==> config.mk <==
export PLATFORM = sky130hd
export DESIGN_NAME = spi_config_port_slave
export DESIGN_NICKNAME = d
export VERILOG_FILES = /design/src/scp_pkg.sv /design/src/scp_reg_file.sv /design/src/spi_config_port_slave.sv
export SDC_FILE = /design/constraint.sdc
export NUM_CORES = 1
export LEC_CHECK = 0
export ABC_AREA = 1
export BUFFER_PORTS_ARGS = -buffer_cell sky130_fd_sc_hd__buf_2
export CAP_MARGIN = 20
export CORE_UTILIZATION = 55
export DETAILED_ROUTE_END_ITERATION = 8
export GPL_TIMING_DRIVEN = 0
export HOLD_SLACK_MARGIN = 0.06
export PLACE_DENSITY = 0.72
export SKIP_CTS_REPAIR_TIMING = 1
export SLEW_MARGIN = 10
export SYNTH_ARGS = -nofsm -noshare
export SYNTH_HDL_FRONTEND = slang
export SYNTH_SLANG_ARGS = --single-unit
export TNS_END_PERCENT = 30
==> constraint.sdc <==
create_clock -name i_clock -period 3.6 [get_ports i_clock]
set_clock_uncertainty 0.2 [all_clocks]
set_input_delay 0.36 -clock i_clock [delete_from_list [all_inputs] [get_ports i_clock]]
set_output_delay 0.36 -clock i_clock [all_outputs]
set_load 0.005 [all_outputs]
==> src/scp_pkg.sv <==
// constants shared by the configuration serial port slave
`default_nettype none
package scp_pkg;
  // ****************************************
  // link limits and timing
  // ****************************************
  localparam int SCLK_MAX_MHZ = 100;
  localparam int CLOCK_PERIOD_NS = 10;
  localparam logic [4:0] INSTR_BITS = 5'h10;
  localparam logic [3:0] INSTR_LAST = 4'hf;
  localparam logic [2:0] BYTE_LAST = 3'h7;
  localparam logic [2:0] NIBBLE_LAST = 3'h3;
  localparam int ADDR_W = 15;
  // ****************************************
  // register map
  // ****************************************
  localparam logic [14:0] CFG_ADDR = 15'h0000;
  localparam logic [7:0] CFG_RESET = 8'h00;
  localparam logic [14:0] TW_BASE_ADDR = 15'h0010;
  localparam int TW_BYTES = 6;
  localparam logic [14:0] TW_LOAD_ADDR = 15'h0016;
  localparam int TW_LOAD_BIT = 0;
  // ****************************************
  // serial_interface_config field positions
  // ****************************************
  localparam int CFG_SOFT_RESET = 7;
  localparam int CFG_LSB_FIRST = 6;
  localparam int CFG_STEP_UP = 5;
  localparam int CFG_SDO_ACTIVE = 4;
  localparam int CFG_SDO_ACTIVE_M = 3;
  localparam int CFG_STEP_UP_M = 2;
  localparam int CFG_LSB_FIRST_M = 1;
  localparam int CFG_SOFT_RESET_M = 0;
  // ****************************************
  // transfer phases
  // ****************************************
  typedef enum logic [2:0] {
    ST_IDLE = 3'b001,
    ST_INSTR = 3'b010,
    ST_DATA = 3'b100
  } scp_state_e;
endpackage : scp_pkg
`default_nettype wire

==> src/scp_reg_file.sv <==
// register storage with tuning word shadow and load
`default_nettype none
module scp_reg_file import scp_pkg::*; #(
  parameter int NUM_REGS = 32
) (
  // clock and reset
  input wire logic i_clock,
  input wire logic i_rst_b,
  // write port
  input wire logic i_wr_en,
  input wire logic [14:0] i_wr_addr,
  input wire logic [7:0] i_wr_data,
  // read port
  input wire logic [14:0] i_rd_addr,
  output logic [7:0] o_rd_data,
  // register contents
  output logic [7:0] o_config,
  output logic [8*TW_BYTES-1:0] o_tuning_word
);
  // ****************************************
  // storage
  // ****************************************
  if (NUM_REGS <= int'(TW_LOAD_ADDR) || NUM_REGS > 256) begin : g_bad_depth
    $error("scp_reg_file: NUM_REGS must cover the tuning word load register");
  end

  logic [7:0] mem_reg [NUM_REGS];
  logic [7:0] mem_next [NUM_REGS];
  logic [8*TW_BYTES-1:0] tw_reg;
  logic [8*TW_BYTES-1:0] tw_next;
  logic [8*TW_BYTES-1:0] tw_shadow;
  logic load_req;

  // next contents on a write
  always_comb begin
    tw_shadow = '0;
    for (int i = 0; i < TW_BYTES; i++) begin
      tw_shadow[8*i +: 8] = mem_reg[int'(TW_BASE_ADDR) + i];
    end
    load_req = i_wr_en && i_wr_addr == TW_LOAD_ADDR && i_wr_data[TW_LOAD_BIT];
    for (int i = 0; i < NUM_REGS; i++) begin
      mem_next[i] = mem_reg[i];
      if (i_wr_en && i_wr_addr == 15'(i)) begin
        mem_next[i] = i_wr_data;
      end
    end
    // load request bit does not stick
    mem_next[int'(TW_LOAD_ADDR)][TW_LOAD_BIT] = 1'b0;
    // shadow moves on load
    tw_next = load_req ? tw_shadow : tw_reg;
  end

  // register the contents
  always_ff @(posedge i_clock or negedge i_rst_b) begin
    if (!i_rst_b) begin
      for (int i = 0; i < NUM_REGS; i++) begin
        mem_reg[i] <= 8'h00;
      end
      mem_reg[0] <= CFG_RESET;
      tw_reg <= '0;
    end else begin
      mem_reg <= mem_next;
      tw_reg <= tw_next;
    end
  end

  // read back, unmapped reads as zero
  always_comb begin
    o_rd_data = 8'h00;
    if (i_rd_addr < 15'(NUM_REGS)) begin
      o_rd_data = mem_reg[i_rd_addr[$clog2(NUM_REGS)-1:0]];
    end
  end
  assign o_config = mem_reg[0];
  assign o_tuning_word = tw_reg;

  // ****************************************
  // assertions
  // ****************************************
  logic [$clog2(NUM_REGS)-1:0] wr_idx;
  assign wr_idx = i_wr_addr[$clog2(NUM_REGS)-1:0];
endmodule // scp_reg_file
`default_nettype wire

==> src/spi_config_port_slave.sv <==
// configuration serial port slave, top level
// ****************************************
// Summary of operation
// controller keeps serial clock at most 100 MHz
// bits captured on serial clock rise
// read bits change on serial clock fall
// activity ignored while chip select high
// data pin released while chip select high
// controller holds chip select low throughout
// mirrored bits 6 and 1 pick order
// msb first: flag, address, data descending
// lsb first: address, flag, data ascending
// output enable bits set: four wires
// output enable bits clear: shared pin
// each further byte uses next address
// bits 5 and 2 choose step direction
// chip select toggle restarts instruction phase
// config register write acts on first nibble
// sixteen rises instruction, then bytes of eight
// flag one reads, flag zero writes
// byte write lands at last bit
// shared pin driven during read data when output enable bits clear
// ****************************************
`default_nettype none
module spi_config_port_slave import scp_pkg::*; #(
  parameter int NUM_REGS = 32
) (
  // clock and reset
  input wire logic i_clock,
  input wire logic i_rst_b,
  // serial port pins
  input wire logic i_sclk,
  input wire logic i_cs_b,
  input wire logic i_sdio,
  output logic o_sdio,
  output logic o_sdio_oe,
  output logic o_sdo,
  // register contents toward the device
  output logic [7:0] o_serial_config,
  output logic [8*TW_BYTES-1:0] o_tuning_word
);
  // ****************************************
  // state
  // ****************************************
  scp_state_e state_reg, state_next;
  logic sclk_q_reg, sclk_q_next;
  logic [3:0] bit_cnt_reg, bit_cnt_next;
  logic [2:0] data_cnt_reg, data_cnt_next;
  logic [15:0] instr_reg, instr_next;
  logic [7:0] data_reg, data_next;
  logic rw_reg, rw_next;
  logic [14:0] addr_reg, addr_next;
  logic sdo_reg, sdo_next;
  logic sdo_pin_reg, sdo_pin_next;
  logic oe_reg, oe_next;
  logic wr_en_reg, wr_en_next;
  logic [14:0] wr_addr_reg, wr_addr_next;
  logic [7:0] wr_data_reg, wr_data_next;
  logic [7:0] rd_data;
  logic [7:0] cfg;
  logic [15:0] ishift;
  logic [7:0] dshift;
  logic sclk_rise, sclk_fall, lsb_first, step_up, four_wire, rd_bit;

  // mirrored configuration pairs
  // either bit of pair
  assign lsb_first = cfg[CFG_LSB_FIRST] | cfg[CFG_LSB_FIRST_M];
  assign step_up = cfg[CFG_STEP_UP] | cfg[CFG_STEP_UP_M];
  assign four_wire = cfg[CFG_SDO_ACTIVE] | cfg[CFG_SDO_ACTIVE_M];
  // serial clock edges on the system clock
  assign sclk_rise = i_sclk & ~sclk_q_reg;
  assign sclk_fall = ~i_sclk & sclk_q_reg;
  assign rd_bit = lsb_first ? rd_data[data_cnt_reg] : rd_data[BYTE_LAST - data_cnt_reg];

  // ****************************************
  // transfer sequencing
  // ****************************************
  always_comb begin
    state_next = state_reg;
    sclk_q_next = i_sclk;
    bit_cnt_next = bit_cnt_reg;
    data_cnt_next = data_cnt_reg;
    instr_next = instr_reg;
    data_next = data_reg;
    rw_next = rw_reg;
    addr_next = addr_reg;
    sdo_next = sdo_reg;
    sdo_pin_next = sdo_pin_reg;
    oe_next = oe_reg;
    wr_en_next = 1'b0;
    wr_addr_next = wr_addr_reg;
    wr_data_next = wr_data_reg;
    // shift direction per order
    ishift = lsb_first ? {i_sdio, instr_reg[15:1]} : {instr_reg[14:0], i_sdio};
    dshift = lsb_first ? {i_sdio, data_reg[7:1]} : {data_reg[6:0], i_sdio};
    if (i_cs_b) begin
      // idle and release
      state_next = ST_IDLE;
      bit_cnt_next = 4'h0;
      data_cnt_next = 3'h0;
      sdo_next = 1'b0;
      sdo_pin_next = 1'b0;
      oe_next = 1'b0;
    end else begin
      unique case (state_reg)
        ST_IDLE, ST_INSTR: begin
          state_next = ST_INSTR;
          // instruction bits on rises
          if (sclk_rise) begin
            instr_next = ishift;
            bit_cnt_next = bit_cnt_reg + 4'h1;
            if (bit_cnt_reg == INSTR_LAST) begin
              state_next = ST_DATA;
              // flag selects direction
              rw_next = ishift[15];
              addr_next = ishift[14:0];
              data_cnt_next = 3'h0;
            end
          end
        end
        ST_DATA: begin
          if (sclk_rise) begin
            data_next = dshift;
            data_cnt_next = data_cnt_reg + 3'h1;
            // first nibble sets config
            if (!rw_reg && addr_reg == CFG_ADDR && data_cnt_reg == NIBBLE_LAST) begin
              wr_en_next = 1'b1;
              wr_addr_next = CFG_ADDR;
              wr_data_next = lsb_first ?
                {dshift[4], dshift[5], dshift[6], dshift[7], dshift[7:4]} :
                {dshift[3:0], dshift[0], dshift[1], dshift[2], dshift[3]};
            end
            if (data_cnt_reg == BYTE_LAST) begin
              // write at last bit
              if (!rw_reg && addr_reg != CFG_ADDR) begin
                wr_en_next = 1'b1;
                wr_addr_next = addr_reg;
                wr_data_next = dshift;
              end
              // step address per byte
              addr_next = step_up ? addr_reg + 15'h0001 : addr_reg - 15'h0001;
            end
          end
          // read bits on falls
          if (sclk_fall && rw_reg) begin
            sdo_next = rd_bit;
            sdo_pin_next = four_wire ? rd_bit : 1'b0;
            oe_next = !four_wire;
          end
        end
      endcase
    end
  end

  // register the sequencer
  always_ff @(posedge i_clock or negedge i_rst_b) begin
    if (!i_rst_b) begin
      state_reg <= ST_IDLE;
      sclk_q_reg <= 1'b0;
      bit_cnt_reg <= 4'h0;
      data_cnt_reg <= 3'h0;
      instr_reg <= 16'h0000;
      data_reg <= 8'h00;
      rw_reg <= 1'b0;
      addr_reg <= 15'h0000;
      sdo_reg <= 1'b0;
      sdo_pin_reg <= 1'b0;
      oe_reg <= 1'b0;
      wr_en_reg <= 1'b0;
      wr_addr_reg <= 15'h0000;
      wr_data_reg <= 8'h00;
    end else begin
      state_reg <= state_next;
      sclk_q_reg <= sclk_q_next;
      bit_cnt_reg <= bit_cnt_next;
      data_cnt_reg <= data_cnt_next;
      instr_reg <= instr_next;
      data_reg <= data_next;
      rw_reg <= rw_next;
      addr_reg <= addr_next;
      sdo_reg <= sdo_next;
      sdo_pin_reg <= sdo_pin_next;
      oe_reg <= oe_next;
      wr_en_reg <= wr_en_next;
      wr_addr_reg <= wr_addr_next;
      wr_data_reg <= wr_data_next;
    end
  end

  // ****************************************
  // registers and pins
  // ****************************************
  scp_reg_file #(
    .NUM_REGS(NUM_REGS)
  ) u_regs (
    .i_clock(i_clock),
    .i_rst_b(i_rst_b),
    .i_wr_en(wr_en_reg),
    .i_wr_addr(wr_addr_reg),
    .i_wr_data(wr_data_reg),
    .i_rd_addr(addr_reg),
    .o_rd_data(rd_data),
    .o_config(cfg),
    .o_tuning_word(o_tuning_word)
  );
  assign o_serial_config = cfg;
  assign o_sdio = sdo_reg;
  assign o_sdio_oe = oe_reg;
  assign o_sdo = sdo_pin_reg;
endmodule // spi_config_port_slave
`default_nettype wire

---- Yosys cells after proc, flatten, opt, wreduce, memory -nomap -nowiden ----
Index checks and enable logic that the tools add are counted.
storage, ports and cells
  flip-flop bits (word level) ............. 381
  input bits .............................. 5
  logic and storage cells ................. 215
operators by class
  $add $sub $neg .......................... 5
  $lt $le $gt $ge ......................... 4
  equality and inequality tests ........... 44
  muxes and demuxes ....................... 52
  bitwise gates (word level) .............. 9
  reductions and logical operators ........ 54
operators with widths
  cell                   count
  $eq 15x5->1 const B    16
  $eq 15x4->1 const B    8
  $mux 15                8
  $mux 8                 8
  $eq 15x3->1 const B    4
  $bmux 8 s5             1
  $logic_and 1x1->1      37
  $eq 15x2->1 const B    2
  $logic_not 15->1       2
  $pmux 15 s2            1
  $mux 3                 8
  $mux 1                 19
  $mux 16                1
  $add 15x1->15 const B  1
  $eq 15x1->1 const B    1
  $lt 15x6->1 const B    1
  $reduce_bool 15->1     1
  $sub 15x1->15 const B  1
  $mux 4                 3
  $ne 3x3->1 const B     3
  $reduce_and 3->1       3
  $lt 3x4->1 const B     2
  $ne 2x2->1 const B     4
  $reduce_bool 2->1      4
  other kinds (19)       29

---- Depth between registers and ports, before layout ----
  depth after elaboration ................. 12
  gate-level depth with buffers ........... 16
  mapped depth without buffers ............ 15

---- By module ----
Synthesis repeated with hierarchy kept, for this count alone.
unflattened totals
  cells, all modules ...................... 2,398
  area, all modules ....................... 19,225.9 um^2
modules (own cells, without submodules)
  module                 instances  cells an instance  area each (um^2)
  scp_reg_file           1          1,757              14,590.2
  spi_config_port_slave  1          641                4,635.7

---- Worst setup path after synthesis ----
No wires, ideal clock.
  path kind ............................... register to register
  start ................................... register u_regs.mem_reg (netlist bit u_regs.o_config[2])
  end ..................................... register addr_reg[12]
  setup time .............................. 125 ps
  data arrival time ....................... 2,598 ps
  slack ................................... 676 ps
  cell stages (with the launch flop) ...... 15
  clock period less this slack ............ 2,924 ps
  cell sequence ........................... dfrtp_1 > nor2_1 > ha_1 > a21oi_1 > nand2_1 > nand2_1 > nand2_1 > a21oi_1 > o21ai_1 > a21boi_1 > o21ai_1 > nand2_1 > nand2_1 > o21ai_0 > o21ai_1
between the ends
  word-level cells in the longest chain between the ends .. 5
RTL lines
  item                    line                          RTL
  start, declared         scp_reg_file.sv:27            logic [7:0] mem_reg [NUM_REGS];
  start signal, assigned  scp_reg_file.sv:62            mem_reg <= mem_next;
  $or 1x1->1              spi_config_port_slave.sv:68   assign step_up = cfg[CFG_STEP_UP] | cfg[CFG_STEP_UP_M];
  $mux 15                 spi_config_port_slave.sv:141  addr_next = step_up ? addr_reg + 15'h0001 : addr_reg - 15'h0001;
  $mux 15                 spi_config_port_slave.sv:133  if (data_cnt_reg == BYTE_LAST) begin
  $mux 15                 spi_config_port_slave.sv:122  if (sclk_rise) begin
  $pmux 15 s2             spi_config_port_slave.sv:105  unique case (state_reg)
  end signal, assigned    spi_config_port_slave.sv:180  addr_reg <= addr_next;
  end, declared           spi_config_port_slave.sv:52   logic [14:0] addr_reg, addr_next;
Every way passes these cells. The select of a mux whose other input is x is not followed.
A chain may end at the register's enable or synchronous reset.

---- Worst setup path after layout ----
  start ................................... register addr_reg[1]
  end ..................................... register sdo_pin_reg, in the netlist o_sdo
between the ends
  word-level cells in the longest chain between the ends .. 12
  elaborated cells between the ends (all ways) .. 15
RTL lines
  item                                       line                          RTL
  $not 5->6 (implied by the code)            scp_reg_file.sv:71            o_rd_data = mem_reg[i_rd_addr[$clog2(NUM_REGS)-1:0]];
  $bmux 8 s5                                 scp_reg_file.sv:71
  $mux 8 (implied by the code) (2 in a row)  scp_reg_file.sv:71
  $mux 8 *                                   scp_reg_file.sv:70            if (i_rd_addr < 15'(NUM_REGS)) begin
  $bmux 1 s3                                 spi_config_port_slave.sv:73   assign rd_bit = lsb_first ? rd_data[data_cnt_reg] : rd_data[BYTE_LAST - data_cnt_reg];
  $mux 1 (implied by the code)               spi_config_port_slave.sv:73
  $mux 1 *                                   spi_config_port_slave.sv:73
  $mux 1 *                                   spi_config_port_slave.sv:147  sdo_pin_next = four_wire ? rd_bit : 1'b0;
  $mux 1 *                                   spi_config_port_slave.sv:145  if (sclk_fall && rw_reg) begin
  $mux 1 *                                   spi_config_port_slave.sv:105
  $mux 1 *                                   spi_config_port_slave.sv:96   if (i_cs_b) begin
  end signal, assigned                       spi_config_port_slave.sv:182  sdo_pin_reg <= sdo_pin_next;
  end, declared                              spi_config_port_slave.sv:54   logic sdo_pin_reg, sdo_pin_next;
Mark *: on every way between the ends. The rest lies on a longest branch, timed or not. The select of a mux whose other input is x is not followed.

==> metrics.md <==
| Metric | Value |
|---|---|
| Outcome | finished, final reports clean |
| Seq/Total Area, Yosys | 52.6% |
| Rows | 66 |
| Crit path max fanout | 10 |
| Pre-antenna DRT Iters | 6 |
| Hold depth | 2 |
| Buffers on Ports | 62 |
| R2R cell count | 13 |
| GRT Residual Overflow | 0 |
| GR Util met3 | 6.50% |
| Hold_ws | 0.0990 ns |
| Yosys cell types | 44 |
| CTS tree | built |
| Skew-Pair Late Insertion Delay | 0.54 ns |
| Reg power frac | 34.2% |
| Synth area leader | dfrtp_1 |
| # IOs | 64 |
| Sink Count | 381 |
| Lkg Pwr | 9.64 nW |
| Starting Density | 55.8% |
| Via count | 16,400 |
| RSZ-0062 raised after global routing | false |
| Setup-failing EPs final | 0 |
| Post-synth EDFFs | 0 |
| Clk slew on worst S/H paths | 0.06 ns |
| Grt met1 use | 49.2% |
| Number of routed nets with antenna violations | 0 |
| First-pass GRT wire length | 91.9 mm |
| Max reg flops | 247 |
| Worst-Margin Slew | 1.06 ns |
| Setup Crit Path Kind | flip-flop to flip-flop |
| Vias in the first global route | 15,500 |
| Initial antenna violation count | 0 |
| Die Y | 184 um |
| Number of synthesized register bits | 381 |
| CTS H-Tree Depth | 2 |
| CP arrival | 3.33 ns |
| CTS root buffer | clkbuf_16 |
| Ys Warns | 0 |
| Pin count of the biggest net entering global routing | 114 |
| # DRC | 0 |
| Design Area, Final | 20,600 sq um |
| Startpoint Class | flip-flop |
| Hold Startpoint | i_cs_b |
| Area grow syn2layout | 13.7% |
| Avg WL per Cell | 22.0 um |
| Synth Area per Inst | 8.44 sq um |
| Dominant synthesized flop cell | dfrtp_1 |
| CTS max path bufs | 3 |
| Final GP Congestion | 1.01 |
| Routed WL | 60.1 mm |
| Data required, critical path | 3.83 ns |
| Synth Instances | 2,148 |
| Max rail drop VDD | 0.000401 V |
| Hpwl dp | 42.8 mm |
| Post-DR vias/cell | 5.99 |
| Gate power share | 31.6% |
| Die area | 33,700 sq um |
| HP Class | input pin to flip-flop |
| Diodes inserted | 0 |
| Slew HR | 29.5% |
| Clock share of power | 34.2% |
| Core area | 32,500 sq um |
| Die Wd | 184 um |
| Pwr dens | 654 nW/um^2 |
| Post-synth ARST share | 100% |
| Final period utilization | 86.2% |
| Fin. Hold Viols | 0 |
| Internal | 8.51 mW |
| Total CTS buffers | 41 |
| R2R Setup Slk | 0.50 ns |
| Final nets | 2,283 |
| Switching share of power | 36.8% |
| Worst r2r dst | o_sdo |
| CP Capture Type | flip-flop |
| Yosys top cell area share | 52.5% |
| Syn nets | 2,171 |
| Maxcap violations | 0 |
| Min Tclk post-route | 3.10 ns |
| Initial drt markers | 2,075 |
| Cell area after synthesis | 18,100 sq um |
| Max-slew violation count | 0 |
| Psw | 4.96 mW |
| Max frequency | 322 MHz |
| M2 GR Usage | 56.8% |
| GRT busiest layer | met2 |
| RR Startpoint | addr_reg[1] |
| Worst setup margin | 0.496 ns |
| Dpl ws | 0.590 ns |
| Min-Delay Endpoint | state_reg[2] |
| Top post-synthesis cells by area | dfrtp_1 52%, nand2_1 13%, o21ai_0 9.9% |
| Setup TNS | 0 ns |
| All-Layer GR Usage | 36.4% |
| Layout cell share with drive strength beyond 1 | 11.3% |
| Area post-placement | 19,100 sq um |
## critical path: stages (launching register included)
cell,delay [ns]
dfrtp_1,0.39
buf_4,0.19
clkbuf_1,0.80
nand3_1,0.16
nand3_1,0.19
nand3_1,0.18
nand2_1,0.19
nand2_1,0.10
nand4_1,0.11
nand3_1,0.08
nand3_1,0.09
nand3_1,0.12
nand4_1,0.12
nand2_1,0.06
## worst max-delay path by stage
stage | from | endpoint | slack (ns)
2_1_floorplan | u_regs.o_config[2] | addr_reg[12] | 0.68
3_5_place_dp | u_regs.o_config[5] | addr_reg[12] | 0.59
4_1_cts | u_regs.o_config[5] | addr_reg[12] | 0.57
5_1_grt | addr_reg[1] | o_sdo | 0.32
6_report | addr_reg[1] | o_sdo | 0.50
3_3_place_gp | i_rst_b | instr_reg[11] | -5.33
## cell type report
cell class	instances	area [sq um]
tap	442	553
sequential	381	9540
inverter	102	383
buffer	153	838
timing repair buffer	69	440
multi-input combinational	1512	7360
clock inverter	16	262
fill	2802	11900
clock buffer	60	1220
## power by group through the flow
| stage | sequential (mW) | clock (mW) | combinational [mW] |
|---|---|---|---|
| 5_1_grt | 4.62 | 4.81 | 4.50 |
| 3_5_place_dp | 4.68 | 0 | 4.07 |
| 3_3_place_gp | 4.67 | 0 | 4.04 |
| 4_1_cts | 4.60 | 4.64 | 4.10 |
| 2_1_floorplan | 4.64 | 0 | 2.52 |
| 6_report | 4.60 | 4.61 | 4.26 |
## cell usage after synthesis (2+ instances only)
| library cell | n |
|---|---|
| clkbuf_1 | 80 |
| mux2_4 | 16 |
| nor4_4 | 2 |
| ha_1 | 17 |
| o21ai_1 | 11 |
| o21ai_0 | 360 |
| o21bai_1 | 2 |
| nor2_1 | 60 |
| buf_6 | 17 |
| mux2_2 | 15 |
| nor3_1 | 7 |
| inv_2 | 8 |
| inv_1 | 92 |
| dfrtp_1 | 380 |
| buf_4 | 28 |
| nand4_1 | 23 |
| o221ai_1 | 7 |
| buf_1 | 3 |
| nor2_2 | 3 |
| xor2_1 | 7 |
| mux2i_1 | 2 |
| o22ai_1 | 14 |
| o31ai_1 | 4 |
| nand3_1 | 272 |
| nor3_2 | 3 |
| nand2_1 | 620 |
| clkinv_1 | 2 |
| xnor2_1 | 3 |
| a21oi_1 | 51 |
| buf_2 | 25 |
## per-stage QoR
step                utilization [%]  power (mW)  std cells
floorplan                         -        7.15       2148
global placement               58.5        8.71       2652
detailed placement             58.8        8.75       2656
CTS                            63.4        13.3       2732
global route                   63.5        13.9       2735
finish                         63.5        13.5       2735
## metal layers
metal  wire (um)  share of wire [%]  vias up
li1            -                  -     7408
met1       24500                 41     7937
met2       27100                 45      875
met3        5490                9.1      169
met4        3000                5.0        0
met5           0                  0        -
## layout by cell type (no fill, tap or decap), types with 8 or more instances in the layout
master	instances
a21oi_1	51
buf_6	17
clkbuf_8	8
inv_2	8
clkbuf_1	89
buf_2	86
nand4_1	23
buf_4	29
clkbuf_16	43
o22ai_1	14
dfrtp_1	380
nor2_1	60
nand2_1	620
o21ai_1	11
nand3_1	272
ha_1	17
mux2_4	16
o21ai_0	360
mux2_2	15
inv_1	92
## cell families after synthesis
family | count (synthesis) | share of synthesized area [%]
DFF | 381 | 52.6
and+or+nand+nor | 998 | 23.6
muxes | 33 | 2.37
xor gates and xnor gates | 10 | 0.483
buffers and inverters | 255 | 6.74
adders and majority gates | 18 | 1.28
AOI/OAI and AO/OA | 453 | 12.9
(Power assumes the default switching activity.)
